`src/include/dmacw_consts.svh`:
```
// constants for the dma channel control word block
`ifndef DMACW_CONSTS_SVH
`define DMACW_CONSTS_SVH

// ----------------------------------------------------------------------
// bus geometry
// ----------------------------------------------------------------------
`define DMACW_AW 8
`define DMACW_DW 32
`define DMACW_RESP_OKAY 2'h0
`define DMACW_RESP_SLVERR 2'h2

// ----------------------------------------------------------------------
// register byte offsets
// ----------------------------------------------------------------------
`define DMACW_OFF_PRI 8'h00
`define DMACW_OFF_ALT 8'h04
`define DMACW_OFF_CTRL 8'h08
`define DMACW_OFF_STAT 8'h0c

// ----------------------------------------------------------------------
// control word fields
// ----------------------------------------------------------------------
`define DMACW_MODE_LSB 0
`define DMACW_MODE_MSB 2
`define DMACW_NB_BIT 3
`define DMACW_CNT_LSB 4
`define DMACW_CNT_MSB 13
`define DMACW_ARB_LSB 14
`define DMACW_ARB_MSB 17

// ----------------------------------------------------------------------
// arbitration size decode
// ----------------------------------------------------------------------
`define DMACW_ARB_CAP_CODE 4'ha
`define DMACW_ARB_FULL 11'h400

// ----------------------------------------------------------------------
// ctrl and status bits, reset values
// ----------------------------------------------------------------------
`define DMACW_CTRL_EN 0
`define DMACW_CTRL_SWREQ 1
`define DMACW_CTRL_BOCLR 2
`define DMACW_ST_BUSY 0
`define DMACW_ST_ALT 1
`define DMACW_ST_BO 2
`define DMACW_ST_SINGLE 3
`define DMACW_ST_REM_LSB 4
`define DMACW_ST_REM_MSB 14
`define DMACW_RST_DATA 32'h0000_0000

`endif

```
`src/include/dmacw_pkg.sv`:
```
// types shared by the dma channel control word block
package dmacw_pkg;

  // ----------------------------------------------------------------------
  // engine states
  // ----------------------------------------------------------------------
  typedef enum logic [2:0] {
    ST_IDLE,
    ST_LOAD,
    ST_WAIT,
    ST_MOVE,
    ST_WB
  } dmacw_state_t;

  // ----------------------------------------------------------------------
  // cycle modes, listed in encoding order starting at zero
  // ----------------------------------------------------------------------
  typedef enum logic [2:0] {
    MODE_STOP,
    MODE_BASIC,
    MODE_AUTO,
    MODE_PINGPONG,
    MODE_MEM_SG,
    MODE_ALT_MEM_SG,
    MODE_PER_SG,
    MODE_ALT_PER_SG
  } dmacw_mode_t;

endpackage

```
`src/core/dmacw_buf2.sv`:
```
// two-entry valid/ready buffer in the data path
`timescale 1ns/1ps
`include "dmacw_consts.svh"

module dmacw_buf2 (
  // clock and reset
  input wire logic i_mclk,
  input wire logic i_rstn,
  // filling side
  input wire logic [`DMACW_DW-1:0] i_in_data,
  input wire logic i_in_valid,
  output logic o_in_ready,
  output logic o_full_next,
  // draining side
  output logic [`DMACW_DW-1:0] o_out_data,
  output logic o_out_valid,
  input wire logic i_out_ready
);

  logic [`DMACW_DW-1:0] head_reg, head_next, tail_reg, tail_next;
  logic hv_reg, hv_next, tv_reg, tv_next;
  logic push, pop;

  // head always holds the oldest word, so the output is a plain flop
  always_comb begin
    push = i_in_valid & ~tv_reg;
    pop = hv_reg & i_out_ready;
    hv_next = hv_reg;
    tv_next = tv_reg;
    head_next = head_reg;
    tail_next = tail_reg;
    if (pop) begin
      if (tv_reg) begin
        head_next = tail_reg;
        tv_next = 1'b0;
      end else begin
        hv_next = 1'b0;
      end
    end
    if (push) begin
      if (!hv_next) begin
        head_next = i_in_data;
        hv_next = 1'b1;
      end else begin
        tail_next = i_in_data;
        tv_next = 1'b1;
      end
    end
  end

  // storage and occupancy
  always_ff @(posedge i_mclk) begin
    if (!i_rstn) begin
      head_reg <= `DMACW_RST_DATA;
      tail_reg <= `DMACW_RST_DATA;
      hv_reg <= 1'b0;
      tv_reg <= 1'b0;
    end else begin
      head_reg <= head_next;
      tail_reg <= tail_next;
      hv_reg <= hv_next;
      tv_reg <= tv_next;
    end
  end

  assign o_in_ready = ~tv_reg;
  assign o_full_next = tv_next; // lets the source side stall a cycle early
  assign o_out_data = head_reg;
  assign o_out_valid = hv_reg;

endmodule // dmacw_buf2

```
`src/core/dmacw_top.sv`:
```
// dma channel engine driven by a software-written control word
// Function
// - code 9 is 512, codes a-f are 1024
// - count field bits 13:4 holds items minus one
// - count is items of data size, not bytes
// - write back outstanding count before each arbitration
// - short final transfer uses singles without next-burst
// - next-burst bit forces burst-only for final transfer in peripheral scatter-gather mode
// - control word has no reset value
// - mode field selects the cycle; zero stops
// - codes 0 to 8 give two to the code
// - basic mode needs a request per arbitration
// - auto-request mode needs only the first request
// - ping-pong alternates structures until invalid or changed
`timescale 1ns/1ps
`include "dmacw_consts.svh"

module dmacw_top (
  // clock and reset
  input wire logic i_mclk,
  input wire logic i_rstn,
  // axi4-lite write address
  input wire logic [`DMACW_AW-1:0] i_awaddr,
  input wire logic i_awvalid,
  output logic o_awready,
  // axi4-lite write data
  input wire logic [`DMACW_DW-1:0] i_wdata,
  input wire logic [3:0] i_wstrb,
  input wire logic i_wvalid,
  output logic o_wready,
  // axi4-lite write response
  output logic [1:0] o_bresp,
  output logic o_bvalid,
  input wire logic i_bready,
  // axi4-lite read address
  input wire logic [`DMACW_AW-1:0] i_araddr,
  input wire logic i_arvalid,
  output logic o_arready,
  // axi4-lite read data
  output logic [`DMACW_DW-1:0] o_rdata,
  output logic [1:0] o_rresp,
  output logic o_rvalid,
  input wire logic i_rready,
  // peripheral request
  input wire logic i_req,
  // source item stream
  input wire logic [`DMACW_DW-1:0] i_src_data,
  input wire logic i_src_valid,
  output logic o_src_ready,
  // destination item stream
  output logic [`DMACW_DW-1:0] o_dst_data,
  output logic o_dst_valid,
  input wire logic i_dst_ready,
  // channel status
  output logic o_busy,
  output logic o_single_xfer,
  output logic o_burst_only,
  output logic o_done
);

  // ----------------------------------------------------------------------
  // declarations
  // ----------------------------------------------------------------------
  dmacw_pkg::dmacw_state_t state_reg, state_next;
  dmacw_pkg::dmacw_mode_t mode;
  logic [31:0] word_reg [0:1];
  logic [31:0] cur_word;
  logic alt_sel_reg, enable_reg, first_reg, req_pend_reg;
  logic burst_only_reg, single_reg, done_reg, busy_reg;
  logic [10:0] remain_reg, period_reg, arb_n, period_load;
  logic [3:0] arb_code;
  logic last_short, use_burst, bo_set, need_req, go;
  logic aw_held_reg, w_held_reg, awready_reg, wready_reg, bvalid_reg;
  logic aw_held_next, w_held_next, aw_take, w_take, wr_fire;
  logic [`DMACW_AW-1:0] aw_addr_reg;
  logic [31:0] w_data_reg;
  logic [3:0] w_strb_reg;
  logic [1:0] bresp_reg, rresp_reg;
  logic arready_reg, rvalid_reg, rvalid_next, ar_take;
  logic [31:0] rdata_reg;
  logic ctrl_wr, word_wr, wb_fire, accept, src_rdy_reg;
  logic buf_in_ready, buf_full_next;

  // byte-lane merge for word registers
  function automatic logic [31:0] merge(input logic [31:0] old_v,
                                        input logic [31:0] new_v,
                                        input logic [3:0] strb);
    logic [31:0] res;
    res = old_v;
    for (int i = 0; i < 4; i++) begin
      if (strb[i]) begin
        res[i*8 +: 8] = new_v[i*8 +: 8];
      end
    end
    return res;
  endfunction

  // ----------------------------------------------------------------------
  // control word decode
  // ----------------------------------------------------------------------
  assign cur_word = word_reg[alt_sel_reg];
  assign mode = dmacw_pkg::dmacw_mode_t'(
    cur_word[`DMACW_MODE_MSB:`DMACW_MODE_LSB]);
  assign arb_code = cur_word[`DMACW_ARB_MSB:`DMACW_ARB_LSB];

  // arbitration size as an item count; shift stays below 1024
  always_comb begin
    if (arb_code >= `DMACW_ARB_CAP_CODE) begin
      arb_n = `DMACW_ARB_FULL;
    end else begin
      arb_n = 11'(11'h001 << arb_code);
    end
  end

  // period sizing for the next arbitration
  always_comb begin
    last_short = remain_reg < arb_n;
    bo_set = (state_reg == dmacw_pkg::ST_WAIT) && last_short &&
             (mode == dmacw_pkg::MODE_PER_SG) &&
             cur_word[`DMACW_NB_BIT];
    use_burst = burst_only_reg | bo_set;
    if (!last_short) begin
      period_load = arb_n;
    end else if (use_burst) begin
      period_load = remain_reg; // one burst for the rest
    end else begin
      period_load = 11'h001; // single transfers
    end
    need_req = first_reg || (mode != dmacw_pkg::MODE_AUTO);
    go = !need_req || req_pend_reg;
  end

  // ----------------------------------------------------------------------
  // engine state machine
  // ----------------------------------------------------------------------
  // one accepted handshake on the source is one item of the data size
  assign accept = src_rdy_reg & i_src_valid & buf_in_ready;
  assign wb_fire = state_reg == dmacw_pkg::ST_WB;

  always_comb begin
    state_next = state_reg;
    unique case (state_reg)
      dmacw_pkg::ST_IDLE: begin
        if (enable_reg) begin
          state_next = dmacw_pkg::ST_LOAD;
        end
      end
      dmacw_pkg::ST_LOAD: begin
        if (mode == dmacw_pkg::MODE_STOP) begin
          state_next = dmacw_pkg::ST_IDLE; // stopped or invalid
        end else begin
          state_next = dmacw_pkg::ST_WAIT;
        end
      end
      dmacw_pkg::ST_WAIT: begin
        if (go) begin
          state_next = dmacw_pkg::ST_MOVE;
        end
      end
      dmacw_pkg::ST_MOVE: begin
        if (accept && period_reg == 11'h001) begin
          state_next = dmacw_pkg::ST_WB;
        end
      end
      dmacw_pkg::ST_WB: begin
        if (remain_reg != 11'h000) begin
          state_next = dmacw_pkg::ST_WAIT;
        end else if (mode == dmacw_pkg::MODE_PINGPONG) begin
          state_next = dmacw_pkg::ST_LOAD; // other structure next
        end else begin
          state_next = dmacw_pkg::ST_IDLE;
        end
      end
    endcase
  end

  // state register
  always_ff @(posedge i_mclk) begin
    if (!i_rstn) begin
      state_reg <= dmacw_pkg::ST_IDLE;
    end else begin
      state_reg <= state_next;
    end
  end

  // remaining and per-period counters
  always_ff @(posedge i_mclk) begin
    if (!i_rstn) begin
      remain_reg <= 11'h000;
      period_reg <= 11'h000;
    end else if (state_reg == dmacw_pkg::ST_LOAD) begin
      remain_reg <= {1'b0, cur_word[`DMACW_CNT_MSB:`DMACW_CNT_LSB]} +
                    11'h001;
    end else if (state_reg == dmacw_pkg::ST_WAIT && go) begin
      period_reg <= period_load;
    end else if (accept) begin
      remain_reg <= remain_reg - 11'h001;
      period_reg <= period_reg - 11'h001;
    end
  end

  // first-period flag and structure select
  always_ff @(posedge i_mclk) begin
    if (!i_rstn) begin
      first_reg <= 1'b0;
      alt_sel_reg <= 1'b0;
    end else begin
      if (state_reg == dmacw_pkg::ST_LOAD) begin
        first_reg <= 1'b1;
      end else if (state_reg == dmacw_pkg::ST_WAIT && go) begin
        first_reg <= 1'b0;
      end
      if (state_next == dmacw_pkg::ST_LOAD && wb_fire) begin
        alt_sel_reg <= ~alt_sel_reg;
      end
    end
  end

  // pending request; a new request in the consume cycle is kept
  always_ff @(posedge i_mclk) begin
    if (!i_rstn) begin
      req_pend_reg <= 1'b0;
    end else begin
      req_pend_reg <= i_req |
        (ctrl_wr && w_strb_reg[0] && w_data_reg[`DMACW_CTRL_SWREQ]) |
        (req_pend_reg &
         ~(state_reg == dmacw_pkg::ST_WAIT && go && need_req));
    end
  end

  // burst-only bit: hardware set wins over the software clear
  always_ff @(posedge i_mclk) begin
    if (!i_rstn) begin
      burst_only_reg <= 1'b0;
    end else if (bo_set) begin
      burst_only_reg <= 1'b1;
    end else if (ctrl_wr && w_strb_reg[0] &&
                 w_data_reg[`DMACW_CTRL_BOCLR]) begin
      burst_only_reg <= 1'b0;
    end
  end

  // channel enable: software set wins over hardware stop
  always_ff @(posedge i_mclk) begin
    if (!i_rstn) begin
      enable_reg <= 1'b0;
    end else if (ctrl_wr && w_strb_reg[0]) begin
      enable_reg <= w_data_reg[`DMACW_CTRL_EN];
    end else if (state_next == dmacw_pkg::ST_IDLE &&
                 state_reg != dmacw_pkg::ST_IDLE) begin
      enable_reg <= 1'b0;
    end
  end

  // ----------------------------------------------------------------------
  // control words: no reset, they behave like ram
  // ----------------------------------------------------------------------
  // bus writes are held off during write-back, so the two never collide
  always_ff @(posedge i_mclk) begin
    if (wb_fire && remain_reg != 11'h000) begin
      word_reg[alt_sel_reg][`DMACW_CNT_MSB:`DMACW_CNT_LSB] <=
        10'(remain_reg - 11'h001);
    end else if (word_wr) begin
      word_reg[aw_addr_reg[2]] <= merge(word_reg[aw_addr_reg[2]],
                                        w_data_reg, w_strb_reg);
    end
  end

  // ----------------------------------------------------------------------
  // status outputs
  // ----------------------------------------------------------------------
  always_ff @(posedge i_mclk) begin
    if (!i_rstn) begin
      src_rdy_reg <= 1'b0;
      busy_reg <= 1'b0;
      single_reg <= 1'b0;
      done_reg <= 1'b0;
    end else begin
      // ready drops a cycle early when the buffer will fill
      src_rdy_reg <= (state_next == dmacw_pkg::ST_MOVE) & ~buf_full_next;
      busy_reg <= state_next != dmacw_pkg::ST_IDLE;
      if ((state_reg == dmacw_pkg::ST_WAIT && go) || wb_fire) begin
        single_reg <= ~wb_fire & last_short & ~use_burst;
      end
      done_reg <= wb_fire && (state_next == dmacw_pkg::ST_IDLE);
    end
  end

  // ----------------------------------------------------------------------
  // data buffer
  // ----------------------------------------------------------------------
  dmacw_buf2 u_buf (
    .i_mclk(i_mclk),
    .i_rstn(i_rstn),
    .i_in_data(i_src_data),
    .i_in_valid(src_rdy_reg & i_src_valid),
    .o_in_ready(buf_in_ready),
    .o_full_next(buf_full_next),
    .o_out_data(o_dst_data),
    .o_out_valid(o_dst_valid),
    .i_out_ready(i_dst_ready)
  );

  // ----------------------------------------------------------------------
  // axi4-lite write path
  // ----------------------------------------------------------------------
  always_comb begin
    aw_take = i_awvalid & awready_reg;
    w_take = i_wvalid & wready_reg;
    wr_fire = aw_held_reg & w_held_reg & ~bvalid_reg & ~wb_fire;
    aw_held_next = (aw_held_reg & ~wr_fire) | aw_take;
    w_held_next = (w_held_reg & ~wr_fire) | w_take;
    ctrl_wr = wr_fire && aw_addr_reg[7:2] == `DMACW_OFF_CTRL >> 2;
    word_wr = wr_fire && (aw_addr_reg[7:2] == `DMACW_OFF_PRI >> 2 ||
                          aw_addr_reg[7:2] == `DMACW_OFF_ALT >> 2);
  end

  // write handshakes and response
  always_ff @(posedge i_mclk) begin
    if (!i_rstn) begin
      aw_held_reg <= 1'b0;
      w_held_reg <= 1'b0;
      awready_reg <= 1'b0;
      wready_reg <= 1'b0;
      bvalid_reg <= 1'b0;
      bresp_reg <= `DMACW_RESP_OKAY;
      aw_addr_reg <= '0;
      w_data_reg <= `DMACW_RST_DATA;
      w_strb_reg <= 4'h0;
    end else begin
      aw_held_reg <= aw_held_next;
      w_held_reg <= w_held_next;
      awready_reg <= ~aw_held_next;
      wready_reg <= ~w_held_next;
      if (aw_take) begin
        aw_addr_reg <= i_awaddr;
      end
      if (w_take) begin
        w_data_reg <= i_wdata;
        w_strb_reg <= i_wstrb;
      end
      if (wr_fire) begin
        bvalid_reg <= 1'b1;
        bresp_reg <= (ctrl_wr || word_wr) ? `DMACW_RESP_OKAY :
                                            `DMACW_RESP_SLVERR;
      end else if (i_bready) begin
        bvalid_reg <= 1'b0;
      end
    end
  end

  // ----------------------------------------------------------------------
  // axi4-lite read path
  // ----------------------------------------------------------------------
  assign ar_take = i_arvalid & arready_reg;
  assign rvalid_next = ar_take | (rvalid_reg & ~i_rready);

  always_ff @(posedge i_mclk) begin
    if (!i_rstn) begin
      arready_reg <= 1'b0;
      rvalid_reg <= 1'b0;
      rdata_reg <= `DMACW_RST_DATA;
      rresp_reg <= `DMACW_RESP_OKAY;
    end else begin
      rvalid_reg <= rvalid_next;
      arready_reg <= ~rvalid_next;
      if (ar_take) begin
        rresp_reg <= `DMACW_RESP_OKAY;
        rdata_reg <= `DMACW_RST_DATA;
        unique case (i_araddr[7:2])
          `DMACW_OFF_PRI >> 2: rdata_reg <= word_reg[0];
          `DMACW_OFF_ALT >> 2: rdata_reg <= word_reg[1];
          `DMACW_OFF_CTRL >> 2: rdata_reg[`DMACW_CTRL_EN] <= enable_reg;
          `DMACW_OFF_STAT >> 2: begin
            rdata_reg[`DMACW_ST_BUSY] <= busy_reg;
            rdata_reg[`DMACW_ST_ALT] <= alt_sel_reg;
            rdata_reg[`DMACW_ST_BO] <= burst_only_reg;
            rdata_reg[`DMACW_ST_SINGLE] <= single_reg;
            rdata_reg[`DMACW_ST_REM_MSB:`DMACW_ST_REM_LSB] <= remain_reg;
          end
          default: rresp_reg <= `DMACW_RESP_SLVERR;
        endcase
      end
    end
  end

  // ----------------------------------------------------------------------
  // output assignments
  // ----------------------------------------------------------------------
  assign o_awready = awready_reg;
  assign o_wready = wready_reg;
  assign o_bresp = bresp_reg;
  assign o_bvalid = bvalid_reg;
  assign o_arready = arready_reg;
  assign o_rdata = rdata_reg;
  assign o_rresp = rresp_reg;
  assign o_rvalid = rvalid_reg;
  assign o_src_ready = src_rdy_reg;
  assign o_busy = busy_reg;
  assign o_single_xfer = single_reg;
  assign o_burst_only = burst_only_reg;
  assign o_done = done_reg;

endmodule // dmacw_top

```
`config.mk`:
```
export PLATFORM = sky130hd
export DESIGN_NAME = dmacw_top
export DESIGN_NICKNAME = d
export VERILOG_FILES = /design/src/include/dmacw_pkg.sv /design/src/core/dmacw_buf2.sv /design/src/core/dmacw_top.sv
export VERILOG_INCLUDE_DIRS = /design/src /design/src/include
export SDC_FILE = /design/constraint.sdc
export NUM_CORES = 1
export LEC_CHECK = 0
export BUFFER_PORTS_ARGS = -buffer_cell sky130_fd_sc_hd__buf_2
export CAP_MARGIN = 30
export CORE_UTILIZATION = 57
export DETAILED_ROUTE_END_ITERATION = 10
export PLACE_DENSITY = 0.76
export SYNTH_ARGS = -nofsm -noshare
export SYNTH_HDL_FRONTEND = slang
export SYNTH_SLANG_ARGS = --single-unit
```
`constraint.sdc`:
```
create_clock -name i_mclk -period 3.8 [get_ports i_mclk]
set_input_delay 0.38 -clock i_mclk [delete_from_list [all_inputs] [get_ports i_mclk]]
set_output_delay 0.38 -clock i_mclk [all_outputs]
set_load 0.1 [all_outputs]
```
==> Word level (Yosys, flattened, before mapping) <==
Memories as Yosys holds them, arrays and structs flattened. A register that Yosys moved wholly into a read port is not among the register bits.
Cells that the tools add are included.
{ "word_totals": {"regBits": 187, "ramBits": 64, "in_bits": 94, "wordCells": 195, "n_memories": 1} }
{ "op_classes": {"n_addsub": 3, "order_cmp": 2, "n_eq_ne": 20, "shifts": 1, "muxes": 60, "bitwise_logic": 35, "n_reduce_logical": 44} }
{ "mem_list": {"columns": ["name", "depth", "width", "read_ports", "rd_clocked_by_memory_dff", "write_ports", "line", "text"], "rows": [
  ["word_reg", 2, 32, 3, 1, 1, "dmacw_top.sv:66", "logic [31:0] word_reg [0:1];"]
]} }
{ "ops": {"columns": ["operator", "count"], "rows": [
  ["$mux 32", 5],
  ["$mux 8", 12],
  ["$mux 11", 8],
  ["$pmux 14 s3", 1],
  ["$pmux 17 s2", 1],
  ["$reduce_or 32->1", 1],
  ["$mux 1", 23],
  ["$sub 11x1->11 const B", 2],
  ["$eq 6x2->1 const B", 3],
  ["$and 1x1->1", 16],
  ["$logic_and 1x1->1", 15],
  ["$pmux 3 s5", 1],
  ["$reduce_and 2->1", 7],
  ["$not 1->1", 13],
  ["$eq 3x2->1 const B", 4],
  ["$eq 6x1->1 const B", 2],
  ["$logic_not 6->1", 2],
  ["$ne 3x3->1 const B", 4],
  ["$reduce_bool 2->1", 6],
  ["$add 10x1->11 const B", 1],
  ["$eq 11x1->1 const B", 1],
  ["$lt 11x11->1", 1],
  ["$reduce_bool 11->1", 1],
  ["$shl 1x4->11 const A", 1],
  ["other kinds (15)", 34]
]} }

==> Depth between registers and ports, before layout <==
{ "depth": {"depth_word": 10, "depth_mapped": 15, "ltp_nobuf": 10} }

==> Hierarchy <==
A second synthesis with hierarchy kept.
{ "unflattened": {"cells_unflattened": 1275, "area_unflattened_um2": 11878.9} }
{ "by_module_without_submodules": {"columns": ["mod", "instances", "cells_per_inst", "area_per_inst_um2", "seq_area_each_um2"], "rows": [
  ["dmacw_top", 1, 937, 8942.3, 4284.1],
  ["dmacw_buf2", 1, 338, 2936.6, 1321.3]
]} }

==> Worst setup path after synthesis <==
No wires, ideal clock.
{ "synth_timing": {"path_type": "register -> register", "from": "reg with a tool-made name", "to": "reg period_reg[8]", "setup_ns": 0.122, "arrival_ns": 3.180, "slack_ns": 0.498, "stages_incl_launch_ff": 14, "cell_sequence": "dfxtp_1 > buf_2 > buf_4 > buf_2 > buf_2 > a32oi_1 > nor2_1 > inv_1 > ha_1 > o21ai_0 > a2111oi_0 > a221oi_4 > and4_1 > o311a_1"} }
{ "synth_lines": {"columns": ["element", "line", "text"], "rows": [
  ["end signal, assigned", "dmacw_top.sv:195", "period_reg <= period_load;"],
  ["end signal, assigned", "dmacw_top.sv:198", "period_reg <= period_reg - 11'h001;"],
  ["end, declared", "dmacw_top.sv:70", "logic [10:0] remain_reg, period_reg, arb_n, period_load;"]
]} }

==> impl_metrics.env <==
export IMPL_ant_nets=0
export IMPL_fin_util=0.6774
export IMPL_grtUsageMet1=0.3548
export IMPL_first_iter_violations=633
export IMPL_min_from="i_wdata[19]"
export IMPL_synth_seq_cells=248
export IMPL_crit_chain="nor3b_1 > nor2_1 > nor2_1 > inv_1 > ha_1 > a211oi_1 > o221ai_1 > a221oi_4 > buf_4 > a211oi_1 > a211oi_1"
export IMPL_grt_util_all_layers=0.2802
export IMPL_max_freq_mhz=293.6
export IMPL_die_area_um2=20420
export IMPL_cts_sinks=248
export IMPL_pin_count=173
export IMPL_die_w_um=142.9
export IMPL_dpl_cell_area_um2=12320
export IMPL_syn2layout_area_growth_pct=16.48
export IMPL_crit_family="compound AO/OA/AOI/OAI gates"
export IMPL_grt_pass1_vias=8984
export IMPL_start_util=0.5815
export IMPL_cp_arrival_ps=3840
export IMPL_drive_gt1_frac=0.1832
export IMPL_reg2reg_slack_ps=390
export IMPL_crit_type="reg2reg"
export IMPL_irDropWorstVdd_v=0.0003411
export IMPL_finalSetupTns_ps=0
export IMPL_largest_reg_flops=64
export IMPL_cts_setup_buffers=0
export IMPL_reg2reg_depth=11
export IMPL_slew_viol_final=0
export IMPL_htree_levels=1
export IMPL_globalRouteMet3Util=0.05835
export IMPL_power_uw=7139
export IMPL_holdPathEnd="w_data_reg[19]"
export IMPL_cts_max_path_buffers=3
export IMPL_synth_edf_count=64
export IMPL_cp_common_cell="a211oi_1"
export IMPL_drc_errors=0
export IMPL_wirelength_mm=28.53
export IMPL_post_dp_hpwl_mm=19.61
export IMPL_core_area_um2=19460
export IMPL_clk_latency_ps=530
export IMPL_critPathSlowestCell="a221oi_4"
export IMPL_p_sw_frac=0.3134
export IMPL_cpPeakStageDelay_ps=670
export IMPL_pwr_share_seq=0.421
export IMPL_p_per_area_nw_per_um2=541.5
export IMPL_ys_seq_area_frac=0.4952
export IMPL_hold_viol=0
export IMPL_clk_pin_slew_ps=60
export IMPL_wl_per_cell_um=17.33
export IMPL_leakage_uw=0.005398
export IMPL_root_buffer="clkbuf_16"
export IMPL_cts_made_buffers=26
export IMPL_grt_max_degree=87
export IMPL_clkPwrFrac=0.357
export IMPL_p_switching_uw=2237
export IMPL_end_kind="flip-flop"
export IMPL_netlist_instances=1235
export IMPL_ys_flop_type="dfxtp_1"
export IMPL_fin_skew_ps=14.98
export IMPL_dr_pass1_iters=5
export IMPL_comb_power_share=0.223
export IMPL_crit_fanout=13
export IMPL_via_per_inst=5.805
export IMPL_vias=9555
export IMPL_antenna_cells=0
export IMPL_holdWs_ps=85.84
export IMPL_hp_class="in2reg"
export IMPL_final_area_um2=13180
export IMPL_outcome="finished clean"
export IMPL_grt_first_pass_wirelength_mm=45.18
export IMPL_max_slew_margin=0.4127
export IMPL_fin_crit_ps=3406
export IMPL_worst_setup_path_start_kind="flip-flop"
export IMPL_maxCapViolCount=0
export IMPL_async_reset_ff_frac=0
export IMPL_crit_buf_inv=2
export IMPL_place_congestion=0.8773
export IMPL_grt_overflow=0
export IMPL_cts_tree="yes"
export IMPL_die_y_um=142.9
export IMPL_grt_setup_unrepaired="false"
export IMPL_row_count=51
export IMPL_hold_path_depth=3
export IMPL_top_usage_layer="met2"
export IMPL_ys_types=76
export IMPL_final_nets=1470
export IMPL_rr_startpoint="word_reg[1][16]"
export IMPL_antenna_found_initial=1
export IMPL_syn_cell_area_um2=11320
export IMPL_portBuffers=166
export IMPL_setup_violations=0
export IMPL_tightest_slew_ps=875.1
export IMPL_intPower_uw=4902
export IMPL_grt_use_met2=0.4714
export IMPL_period_share=0.8964
export IMPL_worstReg2RegEnd="period_reg[3]"
export IMPL_syn_area_per_cell_um2=9.165
export IMPL_yosysWarnings=0
export IMPL_required_ps=4230
==> area by class of cell <==
cell class	instances	area (um2)
fillers	1585	6279
clock buffers	35	735.7
clock inverters	12	125.1
repair buffers	185	1006
flip-flops and latches	248	5605
well taps	265	331.6
inverters	19	73.82
multi-input cells	882	5306
==> cell families (layout without fill, tap and decap cells) <==
kind of cell               Yosys count  in the layout  share of synthesized area
muxes                               80             80                    0.07219
AOI/OAI and AO/OA                  279            279                     0.1555
xor gates and xnor gates            24             24                    0.01857
adders and majority gates           14             14                    0.01548
and+or+nand+nor                    483            483                     0.2043
other                                1              2                  0.0003313
DFF                                248            248                     0.4952
buffers and inverters              106            251                    0.03836
==> cells in the final DEF (no fill, tap or decap), types with 4 or more instances in the layout <==
cell type | synthesis | routed
and2_1 | 35 | 35
nor2_1 | 138 | 137
nand2_1 | 185 | 184
and3b_1 | 7 | 7
buf_2 | 8 | 166
a31oi_1 | 4 | 4
o21ai_0 | 39 | 39
clkinvlp_4 | 0 | 4
nor4_1 | 8 | 8
a21o_1 | 5 | 5
xor2_1 | 9 | 9
mux2i_1 | 76 | 76
nand3b_1 | 8 | 8
inv_1 | 18 | 18
dfxtp_1 | 184 | 184
nand4_1 | 11 | 11
nor3b_1 | 9 | 8
or3_1 | 5 | 5
clkbuf_16 | 0 | 27
edfxtp_1 | 64 | 64
buf_4 | 3 | 16
nor3_1 | 12 | 12
and3_1 | 8 | 8
a21oi_1 | 126 | 126
xnor2_1 | 15 | 15
clkbuf_1 | 65 | 5
a311oi_1 | 4 | 4
nor2b_1 | 5 | 5
a22oi_1 | 17 | 17
o22ai_1 | 4 | 4
a211oi_1 | 48 | 48
nand3_1 | 24 | 23
ha_1 | 14 | 14
nand2b_1 | 5 | 5
==> worst max path at each step <==
| stage | startpoint | to | cells past startpoint |
|---|---|---|---|
| finish | word_reg[1][16] | period_reg[3] | 11 |
| global route | word_reg[1][16] | period_reg[0] | 11 |
| CTS | flip-flop | period_reg[3] | 12 |
| detailed placement | flip-flop | period_reg[3] | 12 |
| global placement | word_reg[1][16] | period_reg[0] | 11 |
| floorplan | flip-flop | period_reg[8] | 13 |
==> Yosys cell counts (all sizes together) (9+ instances only) <==
master | number | area, um2
and2 | 36 | 225.2
clkbuf | 65 | 244.0
xor2 | 9 | 78.83
nor3 | 15 | 90.09
ha | 14 | 175.2
a211oi | 48 | 360.4
nor3b | 10 | 80.07
inv | 19 | 71.31
a21oi | 126 | 630.6
nand4 | 12 | 81.33
mux2i | 76 | 760.7
nor4 | 10 | 92.59
a22oi | 17 | 127.6
o21ai | 40 | 200.2
edfxtp | 64 | 1922
nand2 | 185 | 694.4
buf | 22 | 118.9
nand3 | 24 | 120.1
nor2 | 138 | 518.0
dfxtp | 184 | 3684
xnor2 | 15 | 131.4
==> routing by layer <==
metal | part of all wire | vias to the layer above
met5 | 0 | -
met4 | 0.031 | 0
met3 | 0.065 | 67
met2 | 0.48 | 315
met1 | 0.42 | 4557
li1 | - | 4616
==> worst reg2reg max path: stages (launching register included) <==
cell      delay (ps)
edfxtp_1         440
nor3b_1          440
nor2_1           150
nor2_1           190
inv_1             70
ha_1             290
a211oi_1         230
o221ai_1         220
a221oi_4         670
buf_4            270
a211oi_1          80
a211oi_1         260
==> power by group through the flow <==
stage / Clock, uW / Combinational, uW / Sequential [uW]
2_1_floorplan: 0 / 1140 / 3040
3_3_place_gp: 0 / 1510 / 3050
3_5_place_dp: 0 / 1540 / 3060
4_1_cts: 2580 / 1560 / 3000
5_1_grt: 2690 / 1730 / 3010
6_report: 2550 / 1590 / 3000
==> through the flow <==
stage                     std cells  worst slack (ps)
final                          1646             393.6
after global routing           1646             101.7
after CTS                      1646             332.3
after detailed placement       1599             436.1
after global placement         1596             467.0
after floorplan                1236             498.4
==> what timing repair did <==
item                       in CTS  in global routing
gates resized for setup         0                  1
hold buffers                    0                  0
setup endpoints to repair       0                  4
(Power assumes the default switching activity.)
